**src/logic/pin_function_select_consts.svh**
```systemverilog
// Offsets, field positions, write masks and reset values of the pin function selection block.
`ifndef PIN_FUNCTION_SELECT_CONSTS_SVH
`define PIN_FUNCTION_SELECT_CONSTS_SVH

// Register indices; the byte address on the bus is four times the index.
`define IDX_P0_4            16'hA054
`define IDX_P0_5            16'hA055
`define IDX_P0_6            16'hA056
`define IDX_P0_7            16'hA057
`define IDX_P1_0            16'hA058
`define IDX_P1_1            16'hA059
`define IDX_P1_2            16'hA05A
`define IDX_IRQ_STATUS      16'hA0F0
`define IDX_IRQ_MASK        16'hA0F1
`define IDX_PAD_ANALOG      16'hA0F2

// Number of pins and their positions in the pin vectors.
`define NUM_PINS            7
`define PIN_P0_4            0
`define PIN_P0_5            1
`define PIN_P0_6            2
`define PIN_P0_7            3
`define PIN_P1_0            4
`define PIN_P1_1            5
`define PIN_P1_2            6

// Field positions inside a selection register.
`define BIT_GPIO            0
`define BIT_IRQ0            1
`define BIT_IRQ1            2
`define BIT_ALT4            4
`define BIT_ALT5            5
`define BIT_ALT6            6
`define BIT_CONV            7

// Implemented bits of each selection register.
`define MASK_P0_4           8'h87
`define MASK_P0_5           8'h97
`define MASK_P0_6           8'hB7
`define MASK_P0_7           8'hB7
`define MASK_P1_0           8'hB7
`define MASK_P1_1           8'hB7
`define MASK_P1_2           8'hF7

// Reset values.
`define SEL_RESET           8'h00
`define IRQ_RESET           2'h0
`define PAD_ANALOG_RESET    7'h00

`endif

```
**src/logic/pin_function_select_pkg.sv**
```systemverilog
// Types shared by the pin function selection block.
`default_nettype none
package pin_function_select_pkg;

  typedef struct packed {
    logic conv_connect;
    logic alt6;
    logic alt5;
    logic alt4;
    logic unused3;
    logic irq1;
    logic irq0;
    logic gpio;
  } pin_sel_t;

  typedef struct packed {
    logic        valid;
    logic        write;
    logic [15:0] index;
  } bus_req_t;

  typedef struct packed {
    logic out;
    logic oe_n;
  } pad_drive_t;

endpackage
`default_nettype wire

```
**src/logic/pin_function_select_p04_p12.sv**
```systemverilog
// Function selection for pins P0.4 to P1.2 with an AHB-Lite register slave.
//
// Overview of operation
// - Group-1 select bit feeds the pin input into interrupt group 1.
// - Group-0 select bit feeds the pin input into interrupt group 0.
// - Any number of pins may join one interrupt group together.
// - One pin may sit in both interrupt groups at once.
// - Bit 0 enables general I/O; registers reset to 0x00.
// - Bit 7 connects the pin to its converter channel.
// - P0.5 bit 4 routes the pin as motor PWM emergency input.
// - P0.6 bits 4 and 5 drive serial 0 or serial 2 transmit.
// - P0.7 bits 4 and 5 feed serial 0 or serial 2 receive.
// - Bit 5 on P1.0 and P1.2 drives PWM channel A positive.
// - Bit 5 on P1.1 drives PWM channel A negative.
// - Bit 4 on P1.0 connects capture/compare unit 0 pin.
// - Bit 4 on P1.1 connects capture/compare unit 1 pin.
// - Bit 4 on P1.2 connects capture/compare unit 2 pin.
// - Bit 6 on P1.2 connects two-wire slave data, open-drain.
// - Pad analog connect bit attaches pin to analog; reset disabled.
`timescale 1ns/1ps
`default_nettype none
`include "pin_function_select_consts.svh"

module pin_function_select_p04_p12 #(
  parameter int HADDR_W = 32
) (
  input  wire logic                  hclk,
  input  wire logic                  hresetn,
  input  wire logic                  hsel,
  input  wire logic [HADDR_W-1:0]    haddr,
  input  wire logic [1:0]            htrans,
  input  wire logic                  hwrite,
  input  wire logic [2:0]            hsize,
  input  wire logic [31:0]           hwdata,
  input  wire logic                  hready,
  output logic      [31:0]           hrdata,
  output logic                       hreadyout,
  output logic                       hresp,
  input  wire logic [`NUM_PINS-1:0]  pad_in,
  output logic      [`NUM_PINS-1:0]  pad_out,
  output logic      [`NUM_PINS-1:0]  pad_oe_n,
  output logic      [`NUM_PINS-1:0]  pad_analog_connect,
  output logic      [`NUM_PINS-1:0]  conv_connect,
  input  wire logic [`NUM_PINS-1:0]  gpio_out,
  input  wire logic [`NUM_PINS-1:0]  gpio_oe_n,
  output logic      [`NUM_PINS-1:0]  gpio_in,
  output logic                       pin_irq_group0,
  output logic                       pin_irq_group1,
  output logic                       pwm_emergency_input,
  input  wire logic                  serial0_txd,
  input  wire logic                  serial2_txd,
  output logic                       serial0_rxd,
  output logic                       serial2_rxd,
  input  wire logic                  motor_pwm_a_pos,
  input  wire logic                  motor_pwm_a_neg,
  input  wire logic [2:0]            capcomp_out,
  input  wire logic [2:0]            capcomp_oe_n,
  output logic      [2:0]            capcomp_in,
  input  wire logic                  twowire_data_oe_n,
  output logic                       twowire_data_in,
  output logic                       irq
);

  generate
    if (HADDR_W < 18 || HADDR_W > 32) begin : g_bad_haddr
      $error("HADDR_W must lie between 18 and 32");
    end
  endgenerate

  localparam logic [7:0] WRITE_MASK [`NUM_PINS] = '{
    `MASK_P0_4, `MASK_P0_5, `MASK_P0_6, `MASK_P0_7,
    `MASK_P1_0, `MASK_P1_1, `MASK_P1_2
  };
  localparam logic [15:0] SEL_INDEX [`NUM_PINS] = '{
    `IDX_P0_4, `IDX_P0_5, `IDX_P0_6, `IDX_P0_7,
    `IDX_P1_0, `IDX_P1_1, `IDX_P1_2
  };

  pin_function_select_pkg::pin_sel_t   sel [`NUM_PINS];
  pin_function_select_pkg::bus_req_t   req;
  pin_function_select_pkg::pad_drive_t next_drive [`NUM_PINS];
  logic [1:0]                          irq_status;
  logic [1:0]                          irq_mask;
  logic [1:0]                          group_prev;
  logic [1:0]                          group_rise;
  logic [31:0]                         wide_addr;
  logic                                addr_phase;
  logic                                status_read;
  logic [31:0]                         next_rdata;
  logic                                next_group0;
  logic                                next_group1;
  logic [`NUM_PINS-1:0]                next_gpio_in;

  // The slave never stretches a transfer, so every access completes in one data phase.
  assign hreadyout = 1'b1;
  assign hresp     = 1'b0;
  assign wide_addr = 32'(haddr);
  assign addr_phase = hsel && hready && htrans[1];

  always_ff @(posedge hclk or negedge hresetn) begin
    if (!hresetn) begin
      req <= '0;
    end else if (hready) begin
      req.valid <= addr_phase && (wide_addr[31:18] == 14'h0000);
      req.write <= hwrite;
      req.index <= wide_addr[17:2];
    end
  end

  // Selection registers take the write in its data phase.
  always_ff @(posedge hclk or negedge hresetn) begin
    if (!hresetn) begin
      for (int i = 0; i < `NUM_PINS; i++) begin
        sel[i] <= `SEL_RESET;
      end
    end else if (req.valid && req.write) begin
      for (int i = 0; i < `NUM_PINS; i++) begin
        if (req.index == SEL_INDEX[i]) begin
          sel[i] <= hwdata[7:0] & WRITE_MASK[i];
        end
      end
    end
  end

  always_ff @(posedge hclk or negedge hresetn) begin
    if (!hresetn) begin
      pad_analog_connect <= `PAD_ANALOG_RESET;
    end else if (req.valid && req.write && req.index == `IDX_PAD_ANALOG) begin
      pad_analog_connect <= hwdata[`NUM_PINS-1:0];
    end
  end

  always_ff @(posedge hclk or negedge hresetn) begin
    if (!hresetn) begin
      irq_mask <= `IRQ_RESET;
    end else if (req.valid && req.write && req.index == `IDX_IRQ_MASK) begin
      irq_mask <= hwdata[1:0];
    end
  end

  // Read data is driven straight from the registers during the data phase.
  always_comb begin
    next_rdata = 32'h0000_0000;
    if (req.valid && !req.write) begin
      for (int i = 0; i < `NUM_PINS; i++) begin
        if (req.index == SEL_INDEX[i]) begin
          next_rdata = {24'h00_0000, sel[i] & WRITE_MASK[i]};
        end
      end
      case (req.index)
        `IDX_IRQ_STATUS: next_rdata = {30'h0000_0000, irq_status};
        `IDX_IRQ_MASK:   next_rdata = {30'h0000_0000, irq_mask};
        `IDX_PAD_ANALOG: next_rdata = {25'h000_0000, pad_analog_connect};
        default:         ;
      endcase
    end
  end
  assign hrdata = next_rdata;
  assign status_read = req.valid && !req.write && req.index == `IDX_IRQ_STATUS;

  // Group conditions, registered so that the outputs come from flip-flops.
  always_comb begin
    next_group0 = 1'b0;
    next_group1 = 1'b0;
    for (int i = 0; i < `NUM_PINS; i++) begin
      next_group0 = next_group0 | (sel[i].irq0 & pad_in[i]);
      next_group1 = next_group1 | (sel[i].irq1 & pad_in[i]);
    end
  end

  always_ff @(posedge hclk or negedge hresetn) begin
    if (!hresetn) begin
      pin_irq_group0 <= 1'b0;
      pin_irq_group1 <= 1'b0;
      group_prev     <= 2'h0;
    end else begin
      pin_irq_group0 <= next_group0;
      pin_irq_group1 <= next_group1;
      group_prev     <= {pin_irq_group1, pin_irq_group0};
    end
  end

  // A rising group condition is the event; a new event beats a clearing read.
  assign group_rise = {pin_irq_group1, pin_irq_group0} & ~group_prev;

  always_ff @(posedge hclk or negedge hresetn) begin
    if (!hresetn) begin
      irq_status <= `IRQ_RESET;
    end else begin
      irq_status <= (status_read ? 2'h0 : irq_status) | group_rise;
    end
  end

  always_ff @(posedge hclk or negedge hresetn) begin
    if (!hresetn) begin
      irq <= 1'b0;
    end else begin
      irq <= |(irq_status & irq_mask);
    end
  end

  // Pad drive: peripherals outrank general I/O; an unclaimed pad is released.
  always_comb begin
    for (int i = 0; i < `NUM_PINS; i++) begin
      next_drive[i] = '{out: 1'b0, oe_n: 1'b1};
      if (sel[i].gpio) begin
        next_drive[i] = '{out: gpio_out[i], oe_n: gpio_oe_n[i]};
      end
    end
    if (sel[`PIN_P0_6].alt5) begin
      next_drive[`PIN_P0_6] = '{out: serial2_txd, oe_n: 1'b0};
    end
    if (sel[`PIN_P0_6].alt4) begin
      next_drive[`PIN_P0_6] = '{out: serial0_txd, oe_n: 1'b0};
    end
    if (sel[`PIN_P1_0].alt5) begin
      next_drive[`PIN_P1_0] = '{out: motor_pwm_a_pos, oe_n: 1'b0};
    end
    if (sel[`PIN_P1_0].alt4) begin
      next_drive[`PIN_P1_0] = '{out: capcomp_out[0], oe_n: capcomp_oe_n[0]};
    end
    if (sel[`PIN_P1_1].alt5) begin
      next_drive[`PIN_P1_1] = '{out: motor_pwm_a_neg, oe_n: 1'b0};
    end
    if (sel[`PIN_P1_1].alt4) begin
      next_drive[`PIN_P1_1] = '{out: capcomp_out[1], oe_n: capcomp_oe_n[1]};
    end
    if (sel[`PIN_P1_2].alt5) begin
      next_drive[`PIN_P1_2] = '{out: motor_pwm_a_pos, oe_n: 1'b0};
    end
    if (sel[`PIN_P1_2].alt4) begin
      next_drive[`PIN_P1_2] = '{out: capcomp_out[2], oe_n: capcomp_oe_n[2]};
    end
    // The data line only ever pulls low, so it can share the wire with other open-drain drivers.
    if (sel[`PIN_P1_2].alt6) begin
      next_drive[`PIN_P1_2] = '{out: 1'b0, oe_n: twowire_data_oe_n};
    end
  end

  always_ff @(posedge hclk or negedge hresetn) begin
    if (!hresetn) begin
      pad_out  <= '0;
      pad_oe_n <= '1;
    end else begin
      for (int i = 0; i < `NUM_PINS; i++) begin
        pad_out[i]  <= next_drive[i].out;
        pad_oe_n[i] <= next_drive[i].oe_n;
      end
    end
  end

  always_comb begin
    for (int i = 0; i < `NUM_PINS; i++) begin
      next_gpio_in[i] = sel[i].gpio & pad_in[i];
    end
  end

  // Inputs of unselected peripherals rest at their idle level.
  always_ff @(posedge hclk or negedge hresetn) begin
    if (!hresetn) begin
      gpio_in             <= '0;
      conv_connect        <= '0;
      pwm_emergency_input <= 1'b0;
      serial0_rxd         <= 1'b1;
      serial2_rxd         <= 1'b1;
      capcomp_in          <= 3'h0;
      twowire_data_in     <= 1'b1;
    end else begin
      gpio_in <= next_gpio_in;
      for (int i = 0; i < `NUM_PINS; i++) begin
        conv_connect[i] <= sel[i].conv_connect;
      end
      pwm_emergency_input <= sel[`PIN_P0_5].alt4 & pad_in[`PIN_P0_5];
      serial0_rxd <= sel[`PIN_P0_7].alt4 ? pad_in[`PIN_P0_7] : 1'b1;
      serial2_rxd <= sel[`PIN_P0_7].alt5 ? pad_in[`PIN_P0_7] : 1'b1;
      capcomp_in[0] <= sel[`PIN_P1_0].alt4 & pad_in[`PIN_P1_0];
      capcomp_in[1] <= sel[`PIN_P1_1].alt4 & pad_in[`PIN_P1_1];
      capcomp_in[2] <= sel[`PIN_P1_2].alt4 & pad_in[`PIN_P1_2];
      twowire_data_in <= sel[`PIN_P1_2].alt6 ? pad_in[`PIN_P1_2] : 1'b1;
    end
  end

endmodule // pin_function_select_p04_p12
`default_nettype wire

```
**config.mk**
```make
export PLATFORM = sky130hd
export DESIGN_NAME = pin_function_select_p04_p12
export DESIGN_NICKNAME = d
export VERILOG_FILES = /design/src/logic/pin_function_select_pkg.sv /design/src/logic/pin_function_select_p04_p12.sv
export VERILOG_INCLUDE_DIRS = /design/src /design/src/logic
export SDC_FILE = /design/constraint.sdc
export NUM_CORES = 1
export LEC_CHECK = 0
export ABC_AREA = 0
export BUFFER_PORTS_ARGS = -buffer_cell sky130_fd_sc_hd__buf_2
export CAP_MARGIN = 20
export CORE_MARGIN = 1
export CORE_UTILIZATION = 53
export CTS_CLUSTER_DIAMETER = 80
export DETAILED_ROUTE_END_ITERATION = 8
export PLACE_DENSITY_LB_ADDON = 0.1
export SETUP_SLACK_MARGIN = 0.5
export SYNTH_ARGS = -nofsm -noshare
export SYNTH_HDL_FRONTEND = slang
export SYNTH_SLANG_ARGS = --single-unit
```
**constraint.sdc**
```tcl
create_clock -name hclk -period 4.4 [get_ports hclk]
set_input_delay 0.66 -clock hclk [delete_from_list [all_inputs] [get_ports hclk]]
set_output_delay 0.66 -clock hclk [all_outputs]
set_load 0.02 [all_outputs]
```
Word level (Yosys, flattened, before mapping):

Index checks and enable logic that the tools add are counted.

* register bits after elaboration: 109
* bits of input ports: 106
* output and inout port bits: 79
* word-level logic and storage cells: 157

* eq/ne operators: 10
* mux-type cells: 29
* bitwise logic cells: 41
* reduce and logical (&&, ||, !) cells: 18

Operators with widths (count)
* $eq A16 B16 Y1 const B: 10
* $mux W32: 4
* $pmux W32 S3: 1
* $mux W2: 17
* $mux W8: 4
* $and A1 B1 Y1: 25
* $logic_not A14 Y1: 1
* $reduce_and A2 Y1: 7
* $or A1 B1 Y1: 12
* $logic_and A1 B1 Y1: 8
* $and A2 B2 Y2: 2
* $mux W1: 3
* $not A2 Y2: 1
* $or A2 B2 Y2: 1
* $reduce_or A2 Y1: 1
* $logic_not A1 Y1: 1

Depth between registers and ports, before layout:

Gate-level depths: netlist of run 1.

* depth after elaboration: 10
* depth in mapped cells: 7
* mapped depth without buffers: 5

Least setup slack after synthesis of run 1:

Ideal clock, no wire load.

* path type: register to output
* start point: register req[9] (netlist name)
* end point: output hrdata[2]
* data arrival time: 2298 ps
* required time: 3740 ps
* slack: 1442 ps
* cell stages (with the launch flop): 6
* path buffers: 0
* cell sequence: dfrtp_1 -> or4_4 -> nor3_4 -> nand2_1 -> or3_1 -> a311oi_1

* cells in the longest elaborated chain, start to end: 10
* elaborated cells on any way between the ends: 19
* those cells by class: 10 x eq/ne; 9 x mux

Ends and longest elaborated chain
* start: declaration: RTL line pin_function_select_p04_p12.sv:80 `pin_function_select_pkg::bus_req_t req;`
* $eq A16 B16 Y1: RTL line pin_function_select_p04_p12.sv:146 `if (req.index == SEL_INDEX[i]) begin`
* $mux W8 (4 in series): RTL line pin_function_select_p04_p12.sv:146
* $mux W32 (3 in series): RTL line pin_function_select_p04_p12.sv:146
* $pmux W32 S3 *: RTL line pin_function_select_p04_p12.sv:150 `case (req.index)`
* $mux W32 *: RTL line pin_function_select_p04_p12.sv:144 `if (req.valid && !req.write) begin`
* end: declaration: RTL line pin_function_select_p04_p12.sv:36 `output logic [31:0] hrdata,`

Mark *: on every way between the ends. The rest lies on a longest branch, timed or not.

Worst setup path after layout of run 1:

* start point: register req[12] (netlist name)
* end point: output hrdata[2]

The elaborated chain is that of the path after synthesis.

==> results of run 1 <==
[worst reg2reg max path, stage by stage (launching register included)]
cell      delay, ns
dfrtp_1        0.65
buf_4          0.29
nand2b_1       0.22
nor3_1         0.35
nand2_1        0.27
nor2_4         0.31
mux2_2         0.37
[power breakdown]
part | internal, mW | total (mW) | switching, mW | leakage [nW]
logic | 0.0698 | 0.177 | 0.107 | 1.44
clock network | 0.307 | 0.640 | 0.333 | 0.108
registers | 1.02 | 1.05 | 0.0284 | 1.42
total | 1.40 | 1.87 | 0.468 | 2.96
[layout make-up]
| cell class | instances | area share (%) |
|---|---|---|
| sequential | 109 | 46.4 |
| multi-input combinational | 275 | 35.5 |
| timing repair buffer | 132 | 11.7 |
| clock buffer | 12 | 2.80 |
| tap | 111 | 2.35 |
| clock inverter | 3 | 0.741 |
| inverter | 8 | 0.508 |
[how the worst max path moves through the flow]
stage	slack [ns]	end	cells past startpoint
6_report	0.82	hrdata[2]	5
5_1_grt	0.70	hrdata[2]	5
4_1_cts	0.89	hrdata[2]	5
3_5_place_dp	1.32	hrdata[2]	6
3_3_place_gp	1.37	hrdata[2]	6
2_1_floorplan	1.44	hrdata[2]	5
[flip-flops by register name, indices dropped and copies added, names as in the netlist]
name and count:
twowire_data_in 1, irq_mask 2, pad_analog_connect 7, gpio_in 7, pin_irq_group0 1, pwm_emergency_input 1, group_prev 2, pad_oe_n 7
pad_out 7, req 18, irq_status 2, sel 40, pin_irq_group1 1, capcomp_in 3, serial0_rxd 1, irq 1
conv_connect 7, serial2_rxd 1
[per-layer routing]
metal / track usage (%) / part of all wire [%] / up-vias
met5: 0 / 0 / -
met4: 11.7 / 2.6 / 0
met3: 4.99 / 6.2 / 19
met2: 39.7 / 48 / 147
met1: 32.9 / 43 / 1762
li1: - / - / 1680
[logic make-up after synthesis]
kind of cell,count (synthesis),synth area share (%)
AOI/OAI and AO/OA,59,8.09
other,2,0.150
muxes,73,16.3
buffers and inverters,45,5.32
DFF,109,54.7
and+or+nand+nor,117,15.5
[cell usage in the layout, fill, tap and decap left out, drive strengths merged, types with 3 or more instances in the layout]
cell     count
mux2i        4
a22o         3
nand2       23
clkbuf      12
o22ai        3
nand4        3
nor3        12
o2111ai      3
nand3        7
or4          3
mux2        69
a22oi        5
inv          8
and2        15
nor2        17
o21ai        9
o211ai       4
buf        132
nand2b      12
and3         3
conb        26
dfrtp       99
o221ai       3
a21oi       14
dfstp       10
nor4         7
or3          3
a211oi       4
[stage by stage]
stage	setup slack (ns)	cells	total power, mW	utilization (%)	instance area (sq um)
2_1_floorplan	1.44	429	1.17	-	5100
3_5_place_dp	1.32	634	1.24	61.7	5670
4_1_cts	0.894	649	1.88	63.9	5880
3_3_place_gp	1.37	634	1.24	61.7	5670
6_report	0.824	650	1.87	64.2	5910
5_1_grt	0.701	650	1.93	64.2	5910
==> results.cfg, run 1 <==
[grt]
globalRouteOverflowTotal = 0
grt_pass1_vias = 3595
global_route_wire_length_before_repair_mm = 18.5
grt_antenna_before_repair = 0
grt_usage_pct = 24.9
grt_max_degree = 87

[routing]
detail-route-antenna-nets = 0
wl_mm = 11.4
post-route-drc-count = 0
drt_iter0_drc = 197
post_drt_wl_per_cell_microns = 17.6
drtPass1Iterations = 4
via_count = 3608
route.detailed.vias_per_inst = 5.55

[worst_setup_path]
setup.worst_path.start_class = register
regToRegEndpoint = sel[7]
setup.worst_path.end_class = primary output
r2r_start = req[1]
timing.critical_path.cells = or4bb_4 -> nor3_1 -> nand3_1 -> a311oi_1 -> buf_2
crit_buf_inv = 1
reg2reg_depth = 6
crit_type = reg2out
timing.critical_path.fanout_max = 5
cp.arrival_ns = 2.92
worst_path_dominant_cell_family = simple AND/OR/NAND/NOR gates
cp_slowest_cell = nor3_1
crit_path_start = req[12]
wp_data_required_ns = 3.74
critical-path-max-stage-delay_ns = 0.70
worst-r2r-setup-slack_ns = 1.83

[placed_design]
hpwlAfterDp_mm = 8.33
gpl.final_weighted_congestion = 0.933
place.port_buffers = 128

[synthesis]
synth_most_common_cell = dfrtp_1
synth_area_leader_cell = dfrtp_1
synth_async_sr_flop_share_pct = 100
synth-main-ff-cell = dfrtp_1
synth_sequential_area_ratio_pct = 54.7
synthesis.area_per_instance_sq_um = 12.4
yosys.area.top_type_share_pct = 49.4
synthesis.yosys.warnings = 0
syn-instance-count = 405
synth.cells.most_frequent = dfrtp_1 (99), mux2_2 (69), buf_4 (26)
yosys.cell_types.count = 55
postSynthRegisterBits = 109
synth.area.top_cells = dfrtp_1 (49%), mux2_2 (15%), dfstp_2 (5.2%)
synth_area_sq_mm = 0.00501
synth-edff-count = 0

[clocking]
cts_resized = 0
cts-root-to-sink-buffers = 2
tritoncts_buffers = 9
cts-hold-fix-buffers = 0
cts.sinks = 109
cts.root.buffer_cell = clkbuf_8
postCtsSetupRepairBufs = 0
clk_latency_ns = 0.38
clk_transition_reported_paths_ns = 0.09
cts_htree_levels = 3
cts_tree = done

[floorplan]
die_area_sq_mm = 0.00985
die_x_microns = 99.3
io_pins = 185
initial_core_util_pct = 54.5
core_region_area_sq_mm = 0.00920
fp-row-count = 35
chipHeight_microns = 99.3

[sta]
slew-limit-headroom_pct = 44.3
tns_ns = 0
finClkSkew_ns = 0.0114
final_min_period_over_clock_period_pct = 81.3
clock.fmax_ghz = 0.280
worstMarginPinSlew_ns = 0.829
finalMaxSlewViolations = 0
rsz_0062_raised_after_global_routing = false
setup_violations = 0
final.min_clock_period_ns = 3.58
hold_violations = 0
hold_slack_ns = 0.179

[power]
power_leakage_nw = 2.96
max-vdd-ir-drop_v = 0.000191
p_per_area_mw_per_mm2 = 316

[cells_and_area]
multi_input_comb_area_sq_mm = 0.00210
fill_cells = 764
num_antenna_cells = 0
numnets_final = 641
post_route_cells_drive_above_1_share_pct = 44.9
regArea_sq_mm = 0.00274
area_growth_pct = 17.8

[flow_run]
maxCapViolCount = 0

[run_status]
run_status = finished, final reports clean

[min_path]
worstHoldPathType = in2async
Power figures use the tool's default switching activity.
==> run 2: changes to the inputs <==
Settings changed: CORE_UTILIZATION 53 to 50.
Clock period 4.4 ns to 3.7 ns, I/O delays scaled along.
==> results.cfg, run 2 (synthesis results as in run 1) <==
[worst_setup_path]
timing.critical_path.fanout_max = 5
timing.critical_path.cells = or4bb_4 -> nor3_4 -> nand2_1 -> or3_1 -> a311oi_2 -> buf_4
setup.worst_path.start_class = register
regToRegEndpoint = pad_analog_connect[2]
crit_buf_inv = 1
cp.arrival_ns = 2.56
wp_data_required_ns = 3.14
crit_type = reg2out
worst-r2r-setup-slack_ns = 1.23
reg2reg_depth = 4
r2r_start = req[12]
critical-path-max-stage-delay_ns = 0.62
worst_path_dominant_cell_family = simple AND/OR/NAND/NOR gates
setup.worst_path.end_class = primary output
cp_slowest_cell = or4bb_4
number_of_stages_on_the_worst_setup_path = 6

[sta]
setup_violations = 0
tns_ns = 0
clock.fmax_ghz = 0.321
hold_violations = 0
rsz_0062_raised_after_global_routing = true
finClkSkew_ns = 0.0113
final_min_period_over_clock_period_pct = 84.1
final.min_clock_period_ns = 3.11
slew-limit-headroom_pct = 51.7
finalMaxSlewViolations = 0
worstMarginPinSlew_ns = 0.720

[cells_and_area]
largest-register = sel
numnets_final = 644
final_common_cell = buf_2
post_route_cells_drive_above_1_share_pct = 45.5
postLayoutCellArea_sq_mm = 0.00601
largest_register_ff_count = 40
layout_common_cells = buf_2 (126), dfrtp_1 (98), mux2_2 (69), conb_1 (26), nand2_1 (21)
area_growth_pct = 19.8
largest_registers = sel (40), req (18)
num_antenna_cells = 0

[grt]
grt_max_degree = 90
grt_antenna_before_repair = 0
grt_pass1_vias = 3417
grt_usage_pct = 23.1
global_route_wire_length_before_repair_mm = 17.9
globalRouteOverflowTotal = 0

[power]
power_frac_clock_pct = 37.3
power.sequential.fraction_pct = 53.5
power.combinational.fraction_pct = 9.2
power.internal_mw = 1.77
power_leakage_nw = 2.99
p_per_area_mw_per_mm2 = 387
switching_power_mw = 0.556
max-vdd-ir-drop_v = 0.000232
netSwitchingFraction_pct = 23.9

[placed_design]
hpwlAfterDp_mm = 8.33
gpl.final_weighted_congestion = 0.892
place.port_buffers = 128
postPlaceCellArea_sq_mm = 0.00571

[routing]
post-route-drc-count = 0
route.detailed.vias_per_inst = 5.37
via_count = 3628
post_drt_wl_per_cell_microns = 16.6
drt_iter0_drc = 151
wl_mm = 11.2
drtPass1Iterations = 4
detail-route-antenna-nets = 0

[floorplan]
core_region_area_sq_mm = 0.00973
fp-row-count = 36
die_area_sq_mm = 0.0104
die_x_microns = 102
io_pins = 185
chipHeight_microns = 102
initial_core_util_pct = 51.5

[clocking]
cts.sinks = 109
cts_htree_levels = 3
clk_transition_reported_paths_ns = 0.10
tritoncts_buffers = 9
clk_latency_ns = 0.37
cts_tree = done
cts.root.buffer_cell = clkbuf_8
cts-hold-fix-buffers = 0
cts-root-to-sink-buffers = 2

[min_path]
worstHoldPathType = in2async

[flow_run]
maxCapViolCount = 0

[run_status]
run_status = finished, final reports clean
run 2: worst max path at each step:
stage	startpoint	end	slack [ns]
final	req[5]	hrdata[2]	0.59
after CTS	req[5]	hrdata[2]	0.53
after detailed placement	req[9]	hrdata[2]	0.76
after global placement	req[9]	hrdata[2]	0.78
after global routing	req[5]	hrdata[2]	0.50
after floorplan	req[9]	hrdata[2]	0.85
run 2: layout make-up:
type | instances | area [sq um]
clock inverter | 5 | 106
tap | 133 | 166
fill | 852 | 3720
clock buffer | 11 | 141
timing repair buffer | 135 | 718
inverter | 8 | 30.0
sequential | 109 | 2740
multi-input combinational | 275 | 2100
run 2: per-layer routing:
layer	global-route usage, %	part of all wire, %
met1	32.1	43
met2	36.8	49
met3	3.15	5.8
met4	9.01	1.8
met5	0	0
run 2: power groups by stage:
stage | combinational, mW | clock [mW] | sequential [mW]
final | 0.215 | 0.867 | 1.24
after global routing | 0.237 | 0.927 | 1.25
after CTS | 0.213 | 0.884 | 1.24
after detailed placement | 0.213 | 0 | 1.27
after global placement | 0.209 | 0 | 1.26
after floorplan | 0.135 | 0 | 1.26
run 2: repair_timing:
action                     in CTS  in global routing
setup endpoints to repair       1                  2
buffers inserted                1                  0
pin swaps                       1                  0
resized for setup               1                  2
run 2: metrics by stage:
stage	total power [mW]	hold slack [ns]	util, %	cells	setup slack, ns
2_1_floorplan	1.39	0.259	-	429	0.847
3_3_place_gp	1.47	0.387	58.7	658	0.778
3_5_place_dp	1.48	0.383	58.7	658	0.755
4_1_cts	2.34	0.361	61.4	675	0.529
5_1_grt	2.41	0.0538	61.7	676	0.502
6_report	2.33	0.0492	61.7	676	0.588
==> run 3: changes to the inputs <==
Settings changed: CORE_UTILIZATION 50 to 45.
Clock period 3.7 ns to 2.7 ns, I/O delays scaled along.
==> results.cfg, run 3 (synthesis results as in run 1) <==
[routing]
drt_iter0_drc = 244
detail-route-antenna-nets = 0
route.detailed.vias_per_inst = 5.28
drtPass1Iterations = 4
wl_mm = 12.4
post-route-drc-count = 0
via_count = 3761
post_drt_wl_per_cell_microns = 17.5

[power]
p_per_area_mw_per_mm2 = 466
netSwitchingFraction_pct = 24.8
power.combinational.fraction_pct = 11.3
max-vdd-ir-drop_v = 0.000255
switching_power_mw = 0.755
power.sequential.fraction_pct = 55.7
p_total_mw = 3.04
power_leakage_nw = 3.24
power.internal_mw = 2.29
power_frac_clock_pct = 33.0

[cells_and_area]
fill_cells = 919
fin_cells = 712
largest-register = sel
final_common_cell = buf_2
num_antenna_cells = 0
numnets_final = 673
layout_common_cells = buf_2 (120), dfrtp_1 (97), mux2_4 (37), mux2_2 (32), buf_4 (27)
area_growth_pct = 30.2
post_route_cells_drive_above_1_share_pct = 51.0
fin_util_pct = 60.2
largest_register_ff_count = 40
largest_registers = sel (40), req (18)

[grt]
gr-usage-met3_pct = 3.27
grt_max_degree = 65
grt_usage_pct = 23.0
grt_pass1_vias = 3687
grt_util_met1_pct = 30.6
busiest_layer = met2
globalRouteOverflowTotal = 0
grt_antenna_before_repair = 0
global_route_wire_length_before_repair_mm = 19.8
grtUsageMet2_pct = 37.8

[sta]
clock.fmax_ghz = 0.342
final.min_clock_period_ns = 2.92
rsz_0062_raised_after_global_routing = true
hold_slack_ns = 0.0241
worstMarginPinSlew_ns = 0.607
finClkSkew_ns = 0.00694
tns_ns = -0.605
finalWorstSetupSlack_ns = -0.224
slew-limit-headroom_pct = 59.5
hold_violations = 0
setup_violations = 6
final_min_period_over_clock_period_pct = 108
finalMaxSlewViolations = 0

[placed_design]
hpwlAfterDp_mm = 8.72
place.port_buffers = 128
gpl.final_weighted_congestion = 0.828
dp_cells = 672

[floorplan]
io_pins = 185
chipHeight_microns = 108
initial_core_util_pct = 46.2
die_x_microns = 108
core_region_area_sq_mm = 0.0108
die_area_sq_mm = 0.0116
fp-row-count = 38

[run_status]
failed_checks = negative setup slack
run_status = finished with violations

[clocking]
cts-root-to-sink-buffers = 2
cts.sinks = 109
cts_htree_levels = 3
cts_tree = done
clk_transition_reported_paths_ns = 0.09
tritoncts_buffers = 9
cts.root.buffer_cell = clkbuf_8
cts-hold-fix-buffers = 0
clk_latency_ns = 0.38

[worst_setup_path]
cp_slowest_cell = or4bb_4
timing.critical_path.fanout_max = 3
setup.worst_path.start_class = register
cp.arrival_ns = 2.52
timing.critical_path.cells = or4bb_4 -> nor3_4 -> nand2_1 -> or3_4 -> a311oi_4 -> buf_6
setup.worst_path.end_class = primary output
critical-path-max-stage-delay_ns = 0.57
wp_data_required_ns = 2.30
crit_type = reg2out

[flow_run]
maxCapViolCount = 0

[min_path]
worstHoldPathType = in2async
==> run 3: cell types whose count changed in the layout (fill, tap and decap cells not counted), moves of 6 or more <==
| cell | change |
|---|---|
| buf_2 | -6 |
| buf_4 | +19 |
| buf_6 | +14 |
| mux2_2 | -37 |
| mux2_4 | +37 |
==> run 3: critical path, delay by kind of cell, from the launching register on <==
| kind | cells | cell delay [ns] |
|---|---|---|
| compound gates | 1 | 0.32 |
| buf+inv | 1 | 0.17 |
| simple gates | 4 | 1.24 |
| flops | 1 | 0.40 |
==> run 3: worst paths after layout <==
check | slack, ns | endpoint | depth (start not counted) | startpoint
max in group asynchronous | 1.86 | pad_oe_n[0] | 2 | hresetn
min in group hclk | 0.22 | pad_oe_n[0] | 2 | gpio_oe_n[0]
setup reg to reg | 0.37 | sel[36] | 8 | req[14]
setup / recovery | -0.22 | hrdata[2] | 6 | req[5]
hold reg to reg | 0.40 | group_prev[1] | 0 | pin_irq_group1
hold / removal | 0.02 | pad_out[2] | 1 | hresetn
==> run 3: cell type report <==
| cell class | count | area, sq um | share of cell area (%) |
|---|---|---|---|
| clock buffers | 15 | 166 | 2.55 |
| clock inverters | 1 | 30.0 | 0.460 |
| repair buffers | 164 | 1020 | 15.6 |
| well taps | 140 | 175 | 2.68 |
| flip-flops and latches | 109 | 2740 | 42.0 |
| multi-input cells | 275 | 2360 | 36.2 |
| inverters | 8 | 30.0 | 0.460 |
==> run 3: layer usage <==
metal  wire, microns  up-vias
met5               0        -
met4             160        0
met3             676       12
met2            6230      113
met1            5370     1892
li1                -     1744
==> run 3: metrics by stage <==
step | setup slack, ns | instance area, sq um
3_5_place_dp | 0.0714 | 5830
2_1_floorplan | 0.218 | 5150
6_report | -0.224 | 6530
3_3_place_gp | 0.0978 | 5830
5_1_grt | -0.282 | 6530
4_1_cts | -0.256 | 6400
==> run 3: power by group through the flow <==
stage | Sequential [mW] | Combinational [mW] | Clock, mW
detailed placement | 1.73 | 0.313 | 0
floorplan | 1.73 | 0.185 | 0
global route | 1.70 | 0.379 | 1.09
global placement | 1.73 | 0.309 | 0
finish | 1.69 | 0.345 | 1.00
CTS | 1.69 | 0.339 | 1.03
==> run 3: repair_timing <==
item,CTS,global route
pin swaps,22,11
cloned,0,0
endpoints found under the setup margin,24,58
resized for setup,65,13
setup buffers,18,6
